### src/include/twc_params.svh
`ifndef TWC_PARAMS_SVH
`define TWC_PARAMS_SVH

// memory map landmarks
`define TWC_ADDR_FUNC_CMD 8'hFE
`define TWC_ADDR_TOP 8'hFF
`define TWC_ADDR_WRITE_LIMIT 8'h4F
`define TWC_FILL_BYTE 8'hFF
// eeprom block address ranges
`define TWC_BLK0_LO 8'h60
`define TWC_BLK0_HI 8'h7F
`define TWC_BLK1_LO 8'h80
`define TWC_BLK1_HI 8'h9F
// function command codes
`define TWC_CMD_COPY0 8'h42
`define TWC_CMD_COPY1 8'h44
`define TWC_CMD_RECALL0 8'hB2
`define TWC_CMD_RECALL1 8'hB4
`define TWC_CMD_LOCK0 8'h63
`define TWC_CMD_LOCK1 8'h66
`define TWC_CMD_READ_ID 8'h39
// programming time
`define TWC_CLK_PERIOD_NS 5
`define TWC_NV_PROGRAM_TIME_MS 2
`define TWC_NV_PROGRAM_CYCLES ((`TWC_NV_PROGRAM_TIME_MS * 1000000) / `TWC_CLK_PERIOD_NS)
`define TWC_ID_BYTES 8
// reset values
`define TWC_LOCK_RESET 2'h0

`endif

### src/include/twc_pkg.sv
package twc_pkg;
  typedef enum logic [2:0] {
    TWC_IDLE = 3'b001,
    TWC_MEM = 3'b010,
    TWC_ID = 3'b100
  } twc_rd_state_t;
  typedef enum logic [1:0] {
    TWC_NV_IDLE = 2'b01,
    TWC_NV_BUSY = 2'b10
  } twc_nv_state_t;
endpackage

### src/hdl/twc_prog_timer.sv
`timescale 1ns/10ps
`include "twc_params.svh"

module twc_prog_timer #(
  parameter int unsigned PROG_CYCLES = `TWC_NV_PROGRAM_CYCLES
) (
  // clock and reset
  input wire logic core_clk,
  input wire logic sys_rst,
  // control
  input wire logic start,
  output logic busy,
  output logic done
);
  import twc_pkg::*;

  twc_nv_state_t state_reg;
  logic [31:0] count_reg;

  always_ff @(posedge core_clk or posedge sys_rst) begin
    if (sys_rst) begin
      state_reg <= TWC_NV_IDLE;
      count_reg <= 32'h00000000;
    end else begin
      unique case (state_reg)
        TWC_NV_IDLE: begin
          if (start) begin
            state_reg <= TWC_NV_BUSY;
            count_reg <= PROG_CYCLES - 32'h00000001;
          end
        end
        TWC_NV_BUSY: begin
          if (count_reg == 32'h00000000) begin
            state_reg <= TWC_NV_IDLE;
          end else begin
            count_reg <= count_reg - 32'h00000001;
          end
        end
      endcase
    end
  end

  assign busy = (state_reg == TWC_NV_BUSY);
  assign done = (state_reg == TWC_NV_BUSY) && (count_reg == 32'h00000000);
endmodule // twc_prog_timer

### src/hdl/twc_cmd_layer.sv
`timescale 1ns/10ps
`include "twc_params.svh"

// Overview of operation
// read bytes go out msb first, starting at the written memory address
// address advances after each byte's last bit so next byte follows ack
// reads past FFh return FFh for every further byte
// reserved addresses return whatever memory gives; contents unchecked
// master ends a read with nack then stop or repeated start
// function command is a one-byte write at FEh; code selects operation
// bytes after the command code in the same write are discarded
// reads of FEh return undefined data
// 42h copies shadow to block 0, 44h to block 1
// copy to a locked block is ignored entirely
// busy status bit is 1 while a copy runs
// during copy, writes starting inside target block are ignored
// during copy, reads and other writes proceed normally
// programming starts after code acknowledge and lasts about 2ms
// master waits for programming end before next copy or lock
// B2h recalls block 0 to shadow, B4h recalls block 1
// 63h locks block 0, 66h locks block 1
// lock acts only when lock-arming bit is 1
// a locked block stays locked and is never programmed again
// after 39h an addressless eight-byte read returns the 64-bit id
// auto-incremented write bytes past 4Fh or landing on FEh are dropped; code drops past-4Fh bytes only when the write started at or below 4Fh
// direction bit 0 means write, 1 means read
// busy bit clears when programming finishes

module twc_cmd_layer #(
  parameter int unsigned PROG_CYCLES = `TWC_NV_PROGRAM_CYCLES,
  parameter logic [63:0] ROM_ID = 64'h0123_4567_89AB_CDEF // value is arbitrary
) (
  // clock and reset
  input wire logic core_clk,
  input wire logic sys_rst,
  // bit layer: transaction framing
  input wire logic frame_start,
  input wire logic frame_stop,
  input wire logic dir_bit,
  // bit layer: received bytes (pulse per acknowledged byte)
  input wire logic rx_valid,
  input wire logic [7:0] rx_byte,
  // bit layer: transmit shift
  input wire logic tx_bit_req,
  input wire logic tx_byte_done,
  input wire logic master_ack,
  output logic tx_bit,
  // memory access port
  output logic mem_rd_en,
  output logic [7:0] mem_rd_addr,
  input wire logic [7:0] mem_rd_data,
  output logic mem_wr_en,
  output logic [7:0] mem_wr_addr,
  output logic [7:0] mem_wr_data,
  // nonvolatile control
  input wire logic lock_arm,
  output logic nv_copy_start,
  output logic nv_recall_start,
  output logic nv_block_sel,
  output logic [1:0] block_locked,
  output logic eeprom_busy_flag
);
  import twc_pkg::*;

  // ----------------------------------------------------------------
  // helper functions
  // ----------------------------------------------------------------
  function automatic logic in_block(input logic [7:0] a, input logic blk);
    if (blk)
      in_block = (a >= `TWC_BLK1_LO) && (a <= `TWC_BLK1_HI);
    else
      in_block = (a >= `TWC_BLK0_LO) && (a <= `TWC_BLK0_HI);
  endfunction

  // ----------------------------------------------------------------
  // write-side byte tracking
  // ----------------------------------------------------------------
  logic [3:0] byte_idx_reg;
  logic [7:0] mem_addr_byte;
  logic [7:0] wr_ptr_reg;
  logic start_addr_blocked_reg;
  logic func_cmd_frame_reg;
  logic id_armed_reg;
  logic past_top_reg;
  logic prog_busy;
  logic prog_done;
  logic prog_start;
  logic tgt_blk_reg;
  logic [7:0] func_cmd_code;
  logic is_cmd;

  assign func_cmd_code = rx_byte;
  // command byte is the first data byte of a write framed at FEh
  assign is_cmd = rx_valid && !dir_bit && (byte_idx_reg == 4'h2) && func_cmd_frame_reg;

  always_ff @(posedge core_clk or posedge sys_rst) begin
    if (sys_rst) begin
      byte_idx_reg <= 4'h0;
      mem_addr_byte <= 8'h00;
      func_cmd_frame_reg <= 1'b0;
      start_addr_blocked_reg <= 1'b0;
    end else if (frame_start) begin
      byte_idx_reg <= 4'h0;
    end else if (rx_valid && !dir_bit && byte_idx_reg != 4'hF) begin
      byte_idx_reg <= byte_idx_reg + 4'h1;
      if (byte_idx_reg == 4'h1) begin
        mem_addr_byte <= rx_byte;
        func_cmd_frame_reg <= (rx_byte == `TWC_ADDR_FUNC_CMD);
        // start address decides; later bytes of the same write follow it
        start_addr_blocked_reg <= prog_busy && in_block(rx_byte, tgt_blk_reg);
      end
    end else if (rx_valid && byte_idx_reg == 4'h0) begin
      byte_idx_reg <= 4'h1; // slave address byte
    end
  end

  // ----------------------------------------------------------------
  // memory writes
  // ----------------------------------------------------------------
  logic wr_ok;
  assign wr_ok = rx_valid && !dir_bit && (byte_idx_reg >= 4'h2) && !func_cmd_frame_reg
    && !start_addr_blocked_reg
    // only a write that ran on from 4Fh or below is cut; shadow blocks above stay writable
    && !((wr_ptr_reg > `TWC_ADDR_WRITE_LIMIT) && (mem_addr_byte <= `TWC_ADDR_WRITE_LIMIT))
    && (wr_ptr_reg != `TWC_ADDR_FUNC_CMD);

  always_ff @(posedge core_clk or posedge sys_rst) begin
    if (sys_rst) begin
      wr_ptr_reg <= 8'h00;
    end else if (rx_valid && !dir_bit && byte_idx_reg == 4'h1) begin
      wr_ptr_reg <= rx_byte;
    end else if (rx_valid && !dir_bit && byte_idx_reg >= 4'h2 && wr_ptr_reg != 8'hFF) begin
      wr_ptr_reg <= wr_ptr_reg + 8'h01;
    end
  end

  always_ff @(posedge core_clk or posedge sys_rst) begin
    if (sys_rst) begin
      mem_wr_en <= 1'b0;
      mem_wr_addr <= 8'h00;
      mem_wr_data <= 8'h00;
    end else begin
      mem_wr_en <= wr_ok;
      if (wr_ok) begin
        mem_wr_addr <= wr_ptr_reg;
        mem_wr_data <= rx_byte;
      end
    end
  end

  // ----------------------------------------------------------------
  // function commands
  // ----------------------------------------------------------------
  logic is_copy;
  logic is_lock;
  logic cmd_blk;
  logic locked_tgt;
  assign is_copy = (func_cmd_code == `TWC_CMD_COPY0) || (func_cmd_code == `TWC_CMD_COPY1);
  assign is_lock = (func_cmd_code == `TWC_CMD_LOCK0) || (func_cmd_code == `TWC_CMD_LOCK1);
  assign cmd_blk = (func_cmd_code == `TWC_CMD_COPY1) || (func_cmd_code == `TWC_CMD_LOCK1)
    || (func_cmd_code == `TWC_CMD_RECALL1);
  assign locked_tgt = block_locked[cmd_blk];
  // copy and lock start at command acknowledge; locked target or unarmed lock do nothing
  assign prog_start = is_cmd && !prog_busy && !locked_tgt
    && (is_copy || (is_lock && lock_arm));

  always_ff @(posedge core_clk or posedge sys_rst) begin
    if (sys_rst) begin
      nv_copy_start <= 1'b0;
      nv_recall_start <= 1'b0;
      nv_block_sel <= 1'b0;
      tgt_blk_reg <= 1'b0;
    end else begin
      nv_copy_start <= prog_start && is_copy;
      nv_recall_start <= is_cmd && ((func_cmd_code == `TWC_CMD_RECALL0)
        || (func_cmd_code == `TWC_CMD_RECALL1));
      if (is_cmd) begin
        nv_block_sel <= cmd_blk;
      end
      if (prog_start) begin
        tgt_blk_reg <= cmd_blk;
      end
    end
  end

  // lock commits at the end of its programming cycle; never cleared
  logic lock_pend_reg;
  always_ff @(posedge core_clk or posedge sys_rst) begin
    if (sys_rst) begin
      block_locked <= `TWC_LOCK_RESET;
      lock_pend_reg <= 1'b0;
    end else begin
      if (prog_start) begin
        lock_pend_reg <= is_lock;
      end
      if (prog_done && lock_pend_reg) begin
        block_locked[tgt_blk_reg] <= 1'b1;
      end
    end
  end

  twc_prog_timer #(
    .PROG_CYCLES(PROG_CYCLES)
  ) u_timer (
    .core_clk(core_clk),
    .sys_rst(sys_rst),
    .start(prog_start),
    .busy(prog_busy),
    .done(prog_done)
  );

  assign eeprom_busy_flag = prog_busy;

  // ----------------------------------------------------------------
  // read engine
  // ----------------------------------------------------------------
  twc_rd_state_t rd_state_reg;
  logic [7:0] rd_ptr_reg;
  logic [7:0] shift_reg;
  logic [2:0] id_idx_reg;
  logic load_pend_reg;
  logic rd_start;
  logic [7:0] id_byte;

  assign rd_start = rx_valid && byte_idx_reg == 4'h0 && dir_bit;
  // byte after the current one; wraps to the first if the master keeps acking
  assign id_byte = ROM_ID[63 - {id_idx_reg + 3'h1, 3'b000} -: 8];
  assign mem_rd_en = load_pend_reg;
  assign mem_rd_addr = rd_ptr_reg;

  always_ff @(posedge core_clk or posedge sys_rst) begin
    if (sys_rst) begin
      id_armed_reg <= 1'b0;
    end else if (is_cmd && func_cmd_code == `TWC_CMD_READ_ID) begin
      id_armed_reg <= 1'b1;
    end else if (rd_start || (rx_valid && !dir_bit && byte_idx_reg == 4'h1)) begin
      id_armed_reg <= 1'b0;
    end
  end

  always_ff @(posedge core_clk or posedge sys_rst) begin
    if (sys_rst) begin
      rd_state_reg <= TWC_IDLE;
      rd_ptr_reg <= 8'h00;
      id_idx_reg <= 3'h0;
      past_top_reg <= 1'b0;
      load_pend_reg <= 1'b0;
    end else begin
      load_pend_reg <= 1'b0;
      unique case (rd_state_reg)
        TWC_IDLE: begin
          if (rd_start) begin
            rd_state_reg <= id_armed_reg ? TWC_ID : TWC_MEM;
            rd_ptr_reg <= mem_addr_byte;
            past_top_reg <= 1'b0;
            id_idx_reg <= 3'h0;
            load_pend_reg <= !id_armed_reg;
          end
        end
        TWC_MEM: begin
          if (frame_stop || frame_start || (tx_byte_done && !master_ack)) begin
            rd_state_reg <= TWC_IDLE;
          end else if (tx_byte_done) begin
            // advance on tx_byte_done with the ack; next msb reaches shift_reg two cycles later
            if (rd_ptr_reg == `TWC_ADDR_TOP) begin
              past_top_reg <= 1'b1;
            end
            rd_ptr_reg <= rd_ptr_reg + 8'h01;
            load_pend_reg <= 1'b1;
          end
        end
        TWC_ID: begin
          if (frame_stop || frame_start || (tx_byte_done && !master_ack)) begin
            rd_state_reg <= TWC_IDLE;
          end else if (tx_byte_done) begin
            id_idx_reg <= id_idx_reg + 3'h1;
          end
        end
        default: rd_state_reg <= TWC_IDLE;
      endcase
    end
  end

  // memory data appear one cycle after the read enable
  logic load_dly_reg;
  always_ff @(posedge core_clk or posedge sys_rst) begin
    if (sys_rst) begin
      load_dly_reg <= 1'b0;
      shift_reg <= 8'h00;
    end else begin
      load_dly_reg <= load_pend_reg;
      if (rd_start && id_armed_reg) begin
        shift_reg <= ROM_ID[63 -: 8];
      end else if (rd_state_reg == TWC_ID && tx_byte_done) begin
        shift_reg <= id_byte;
      end else if (load_dly_reg) begin
        shift_reg <= past_top_reg ? `TWC_FILL_BYTE : mem_rd_data;
      end else if (tx_bit_req) begin
        shift_reg <= {shift_reg[6:0], 1'b1};
      end
    end
  end

  assign tx_bit = shift_reg[7];
endmodule // twc_cmd_layer

### config.mk
export PLATFORM = sky130hd
export DESIGN_NAME = twc_cmd_layer
export DESIGN_NICKNAME = d
export VERILOG_FILES = /design/src/include/twc_pkg.sv /design/src/hdl/twc_prog_timer.sv /design/src/hdl/twc_cmd_layer.sv
export VERILOG_INCLUDE_DIRS = /design/src /design/src/include
export SDC_FILE = /design/constraint.sdc
export NUM_CORES = 1
export LEC_CHECK = 0
export BUFFER_PORTS_ARGS = -buffer_cell sky130_fd_sc_hd__buf_2
export CAP_MARGIN = 5
export CORE_UTILIZATION = 55
export DETAILED_ROUTE_END_ITERATION = 16
export GPL_ROUTABILITY_DRIVEN = 1
export PLACE_DENSITY = 0.82
export SETUP_SLACK_MARGIN = 0.4
export SYNTH_ARGS = -nofsm -noshare
export SYNTH_HDL_FRONTEND = slang
export SYNTH_HIERARCHICAL = 1
export SYNTH_SLANG_ARGS = --single-unit
### constraint.sdc
create_clock -name core_clk -period 3.29 [get_ports core_clk]
set_input_delay 0.1645 -clock core_clk [delete_from_list [all_inputs] [get_ports core_clk]]
set_output_delay 0.1645 -clock core_clk [all_outputs]
set_load 0.01 [all_outputs]
==> results of run 1 <==
==> worst paths after layout <==
| kind | slack, ns | endpoint |
|---|---|---|
| worst max-delay path | 0.65 | u_timer/count_reg[31] |
| worst min-delay path | 0.02 | shift_reg[0] |
| worst max register to register | 0.65 | u_timer/count_reg[31] |
| worst min register to register | 0.38 | load_dly_reg |
| max in group asynchronous | 2.02 | u_timer/state_reg[0] |
| min in group asynchronous | 0.40 | shift_reg[1] |
==> layer usage <==
layer	GRT usage [%]	wire, um	share of wire [%]
met5	0	0	0
met2	40.9	6530	48
met3	4.80	775	5.7
met4	8.45	216	1.6
met1	34.7	6040	45
==> repair_timing <==
action / 4_1_cts / 5_1_grt
hold endpoints to repair: 44 / 0
endpoints found under the setup margin: 0 / 2
buffers inserted: 0 / 2
hold buffers: 1 / 0
resized for setup: 0 / 3
==> cell families after synthesis <==
kind of cell / after synthesis
AND/OR/NAND/NOR: 229
AO/OA/AOI/OAI: 163
flip-flops: 106
buffers and inverters: 58
multiplexers: 26
XOR/XNOR: 13
adder cells (fa/ha/maj): 9
==> synth_stat cells (5+ instances only) <==
cell	count
dfrtp_1	104
nor2_1	54
a21oi_1	37
nand2_1	36
nand3_1	27
o21ai_0	26
clkbuf_1	24
inv_1	19
nor3_1	16
a31oi_1	13
o22ai_1	13
mux2_2	12
nand4_1	12
or3_1	12
mux2_1	11
o21ai_1	10
xnor2_1	10
ha_1	9
nor4_1	8
o311ai_1	7
and3_1	6
nand2b_1	6
o21a_1	6
or4_1	6
o31a_1	5
o31ai_1	5
==> power by group <==
| part | leakage (nW) | total [mW] | internal [mW] | switching, mW |
|---|---|---|---|---|
| clock | 0.0846 | 0.754 | 0.316 | 0.438 |
| combinational | 1.32 | 0.701 | 0.336 | 0.365 |
| sequential | 1.25 | 1.73 | 1.53 | 0.206 |
| total | 2.66 | 3.19 | 2.18 | 1.01 |
==> worst max-delay path: stages (launching register included) <==
cell      delay [ns]
dfrtp_2         0.45
inv_1           0.09
ha_1            0.19
nand4_1         0.25
a211oi_4        0.33
nand2_1         0.10
a21oi_2         0.15
nor3b_2         0.11
or3_1           0.35
o311a_1         0.30
a41o_1          0.21
==> stage by stage <==
stage	cells	hold WS, ns	utilization [%]	worst slack [ns]
finish	793	0.0208	62.4	0.646
global route	793	0.0401	62.4	0.422
CTS	791	0.00292	62.1	0.604
detailed placement	774	0.277	60.3	0.190
global placement	774	0.281	60.3	0.230
floorplan	604	0.231	-	0.491
==> layout make-up <==
type	instances	area [um^2]
clock buffer	12	155
clock inverter	4	27.5
fill	844	3880
inverter	23	86.3
multi-input combinational	440	2950
sequential	106	2660
tap	136	170
timing repair buffer	72	398
==> results.txt, run 1 <==
crit path capture type - flip-flop
area share of the largest cell type after synthesis - 44.4%
DRC Markers - 0
# IOs - 59
CTS clk-pin slew, worst paths - 0.10 ns
Vias - 4999
drt first pass iters - 5
Final period util - 80.4%
min Tclk post-route - 2.64 ns
Synth Area in Compound Gates - 18.8%
Vias/cell - 6.30
NumNets Final - 687
hold wc startpoint - mem_rd_data[0]
DR iter-0 viols - 329
VDD IR max - 259 uV
Placed Area - 6220 um^2
pwr dens - 495 nW/um^2
Syn Nets - 639
chip height - 105 um
Synth Register Bits - 106
Netlist cell types - 86
combinational family with the most area after synthesis - simple AND/OR/NAND/NOR gates
core region area - 10300 um^2
port bufs - 58
clk buf depth - 2
crit path kind - flip-flop to flip-flop
layout cell share with drive strength beyond 1 - 20.9%
first-pass GRT wire length - 22600 um
Synth Area in Adders - 1.92%
R2R cell count - 10
Skew-Pair Late Insertion Delay - 0.38 ns
gpl congestion - 0.910
Final HPWL DP - 9560 um
asr flop ratio synth - 100%
vias in the first global route - 4671
Hold Path Depth - 3
Mapped Area - 5860 um^2
Clock Sinks - 106
post-route ant nets - 0
synthesis-to-finish area growth - 9.96%
Slew @ Worst Pin - 0.990 ns
Warnings, synthesis - 6
Max Clk Rate - 378 MHz
Area contributors post-synth - dfrtp_1 44%, nor2_1 3.5%, a21oi_1 3.2%
GRT overflow - 0
Chip Width - 105 um
TritonCTS clock tree - built
relative slew slack - 33.1%
Slew Limit Fails - 0
die area - 11100 um^2
CP Max Fanout - 8
final wirelength - 13600 um
Post-Synth Simple-Gate Area - 22.5%
Tightest Hold Check Type - input pin to flip-flop
Mapped Cells - 604
Crit. Startpoint - byte_idx_reg[0]
Avg Cell Area, Syn - 9.69 um^2
outcome - finished clean
routed wire length per instance - 17.1 um
total power - 3.19 mW
# setup viols final - 0
Final Hold Fails - 0
Post-Synth XOR/XNOR Area - 1.94%
CTS Root Buffer Type - clkbuf_8
CTS Buf Count - 9
Crit path required time - 3.56 ns
Total GRT Usage - 25.5%
Post-synth EDFFs - 0
sequential fraction of the synthesis area - 45.3%
mux cell area share after synthesis - 4.94%
CP Launch Type - flip-flop
most frequent cells in the layout - 103 x dfrtp_1, 58 x buf_2, 54 x nor2_1
Largest register FFs - 32
Leakage - 2.66 nW
max_cap viols - 0
initial antenna violation count - 0
Synth Flop Type - dfrtp_1
Setup TNS Final - 0 ns
Design Area, Final - 6440 um^2
Starting Density - 56.7%
clk_skew - 0.0119 ns
RSZ-0062 raised after global routing - no
CP arrival - 2.91 ns
largest net degree at the start of global routing - 31
reg2reg start - byte_idx_reg[0]
Synth area leader - dfrtp_1
diode count - 0
row count - 37
H-tree levels - 3
most common cell after layout, fill and taps aside - dfrtp_1
(Power assumes the default switching activity.)
==> run 2: changes to the inputs <==
Settings changed: CORE_UTILIZATION 55 to 54, PLACE_DENSITY 0.82 to 0.84.
Clock period 3.29 ns to 2.4 ns, I/O delays scaled along.
==> results.txt, run 2 (synthesis results as in run 1) <==
max_cap viols - 0 (unchanged)
Max Clk Rate - 392 MHz
initial antenna violation count - 0 (unchanged)
Crit path required time - 2.68 ns (-0.88 ns)
VDD IR max - 465 uV (+79%)
TritonCTS clock tree - built
GRT overflow - 0 (unchanged)
Design Area, Final - 8120 um^2 (+26%)
Vias/cell - 6.82 (+8.2%)
port bufs - 58 (unchanged)
Tightest Hold Check Type - input pin to flip-flop
Chip Width - 106 um (+0.91%)
gpl congestion - 0.924 (+1.6%)
Starting Density - 56.2% (-0.50 points)
RSZ-0062 raised after global routing - yes
CP arrival - 2.83 ns (-0.08 ns)
slowest stage delay, CP - 0.55 ns (+0.10 ns)
CTS Root Buffer Type - clkbuf_8
CP cell instances - buf_6 -> or4b_4 -> or4_4 -> a211oi_4 -> nand2_1 -> a21oi_2 -> nor3b_4 -> buf_4 -> or3_4 -> o311ai_4 -> o21ai_1
R2R cell count - 12 (+2)
relative slew slack - 41.8% (+8.7 points)
hold path endpoint - shift_reg[0]
NumNets Final - 777 (+13%)
routed wire length per instance - 22.9 um (+34%)
# IOs - 59 (unchanged)
diode count - 0 (unchanged)
pwr dens - 610 nW/um^2 (+23%)
final worst slack - -0.152 ns (-0.798 ns)
clk buf depth - 2 (unchanged)
Leakage - 3.43 nW (+29%)
Slew @ Worst Pin - 0.867 ns (-0.123 ns)
Slowest cell on crit path - or4b_4
# setup viols final - 15 (+15)
Skew-Pair Late Insertion Delay - 0.39 ns (about the same)
RR Endpoint - u_timer/count_reg[29]
Largest register FFs - 32 (unchanged)
min Tclk post-route - 2.55 ns
Final HPWL DP - 10400 um (+8.9%)
outcome - finished, violations left
Filler cells - 562 (-33%)
Final Hold Fails - 0 (unchanged)
first-pass GRT wire length - 27700 um (+23%)
number of buffers and inverters on the critical path - 2 (+1)
Final period util - 106%
final wirelength - 20200 um (+49%)
die area - 11300 um^2 (+1.8%)
crit path capture type - flip-flop
Worst path top cell family by delay - simple AND/OR/NAND/NOR gates
synthesis-to-finish area growth - 38.7%
crit path kind - input pin to flip-flop
CP Max Fanout - 6 (-2)
row count - 37 (unchanged)
Final Util - 78.0% (+16 points)
reg2reg start - byte_idx_reg[0]
H-tree levels - 3 (unchanged)
DR iter-0 viols - 529 (+61%)
largest net degree at the start of global routing - 42 (+35%)
Total GRT Usage - 31.4% (+5.9 points)
post-route ant nets - 0 (unchanged)
most common cell after layout, fill and taps aside - dfrtp_1
DRC Markers - 0 (unchanged)
hold wc startpoint - tx_bit_req
Hold Path Depth - 3 (unchanged)
drt first pass iters - 6 (+1)
Slew Limit Fails - 0 (unchanged)
chip height - 106 um (+0.91%)
CTS clk-pin slew, worst paths - 0.11 ns (about the same)
layout cell share with drive strength beyond 1 - 44.3% (+23 points)
vias in the first global route - 5722 (+23%)
Vias - 6023 (+20%)
core region area - 10400 um^2 (+0.90%)
Worst R2R Setup Slack - -0.11 ns (-0.76 ns)
CTS Buf Count - 9 (unchanged)
most frequent cells in the layout - 102 x dfrtp_1, 67 x buf_4, 56 x buf_2
failing checks - negative setup slack
CP Launch Type - input pin
Clock Sinks - 106 (unchanged)
clk_skew - 0.00846 ns (-0.00345 ns)
Placed Area - 6580 um^2 (+5.7%)
==> run 2: area by class of cell <==
class                   instances  area [um^2]  area share [%]
multi-input cells             442         3740            46.1
flip-flops and latches        106         2660            32.7
clock inverters                 7          100            1.23
repair buffers                160         1230            15.2
inverters                      23         93.8            1.16
clock buffers                   9          124            1.53
well taps                     136          170            2.10
==> run 2: worst max path at each step <==
stage	from	endpoint	depth (start not counted)
floorplan	rx_byte[7]	u_timer/count_reg[31]	10
global placement	rx_byte[4]	u_timer/count_reg[31]	10
detailed placement	rx_byte[4]	u_timer/count_reg[31]	10
CTS	rx_byte[5]	u_timer/count_reg[31]	10
global route	rx_byte[5]	u_timer/count_reg[29]	11
finish	rx_byte[5]	u_timer/count_reg[29]	11
==> run 2: power breakdown <==
part | internal [mW] | switching, mW
sequential | 2.09 | 0.324
clock | 0.597 | 0.676
combinational | 0.636 | 0.623
total | 3.33 | 1.62
==> run 2: repair_timing <==
| action | in CTS | in global routing |
|---|---|---|
| hold endpoints to repair | 46 | 0 |
| pin swaps | 36 | 43 |
| buffers inserted | 24 | 27 |
| hold buffers | 3 | 0 |
| setup endpoints to repair | 69 | 74 |
| cloned | 2 | 1 |
| resized for setup | 84 | 111 |
==> run 2: per-stage QoR <==
stage	instances	total power [mW]	hold WS (ns)	setup TNS, ns	setup WS, ns
after floorplan	604	2.98	0.186	-1.37	-0.290
after global placement	810	3.34	0.128	-2.93	-0.376
after detailed placement	810	3.40	0.137	-4.58	-0.456
after CTS	855	4.74	0.0106	-0.115	-0.0934
after global routing	883	5.16	0.0236	-1.58	-0.212
final	883	4.95	0.0117	-0.846	-0.152
==> run 2: worst register-to-register path, delay by kind of cell, from the launching register on <==
| family | cells | cell delay (ns) |
|---|---|---|
| AO/OA/AOI/OAI | 4 | 0.75 |
| AND/OR/NAND/NOR | 4 | 0.65 |
| flip-flops | 1 | 0.43 |
| buffers and inverters | 3 | 0.41 |
| adder cells (fa/ha/maj) | 1 | 0.13 |
==> run 2: layer usage <==
metal | wire length [um] | track usage (%)
met1 | 7480 | 38.1
met2 | 10000 | 52.2
met3 | 1540 | 7.23
met4 | 1190 | 15.9
met5 | 0 | 0
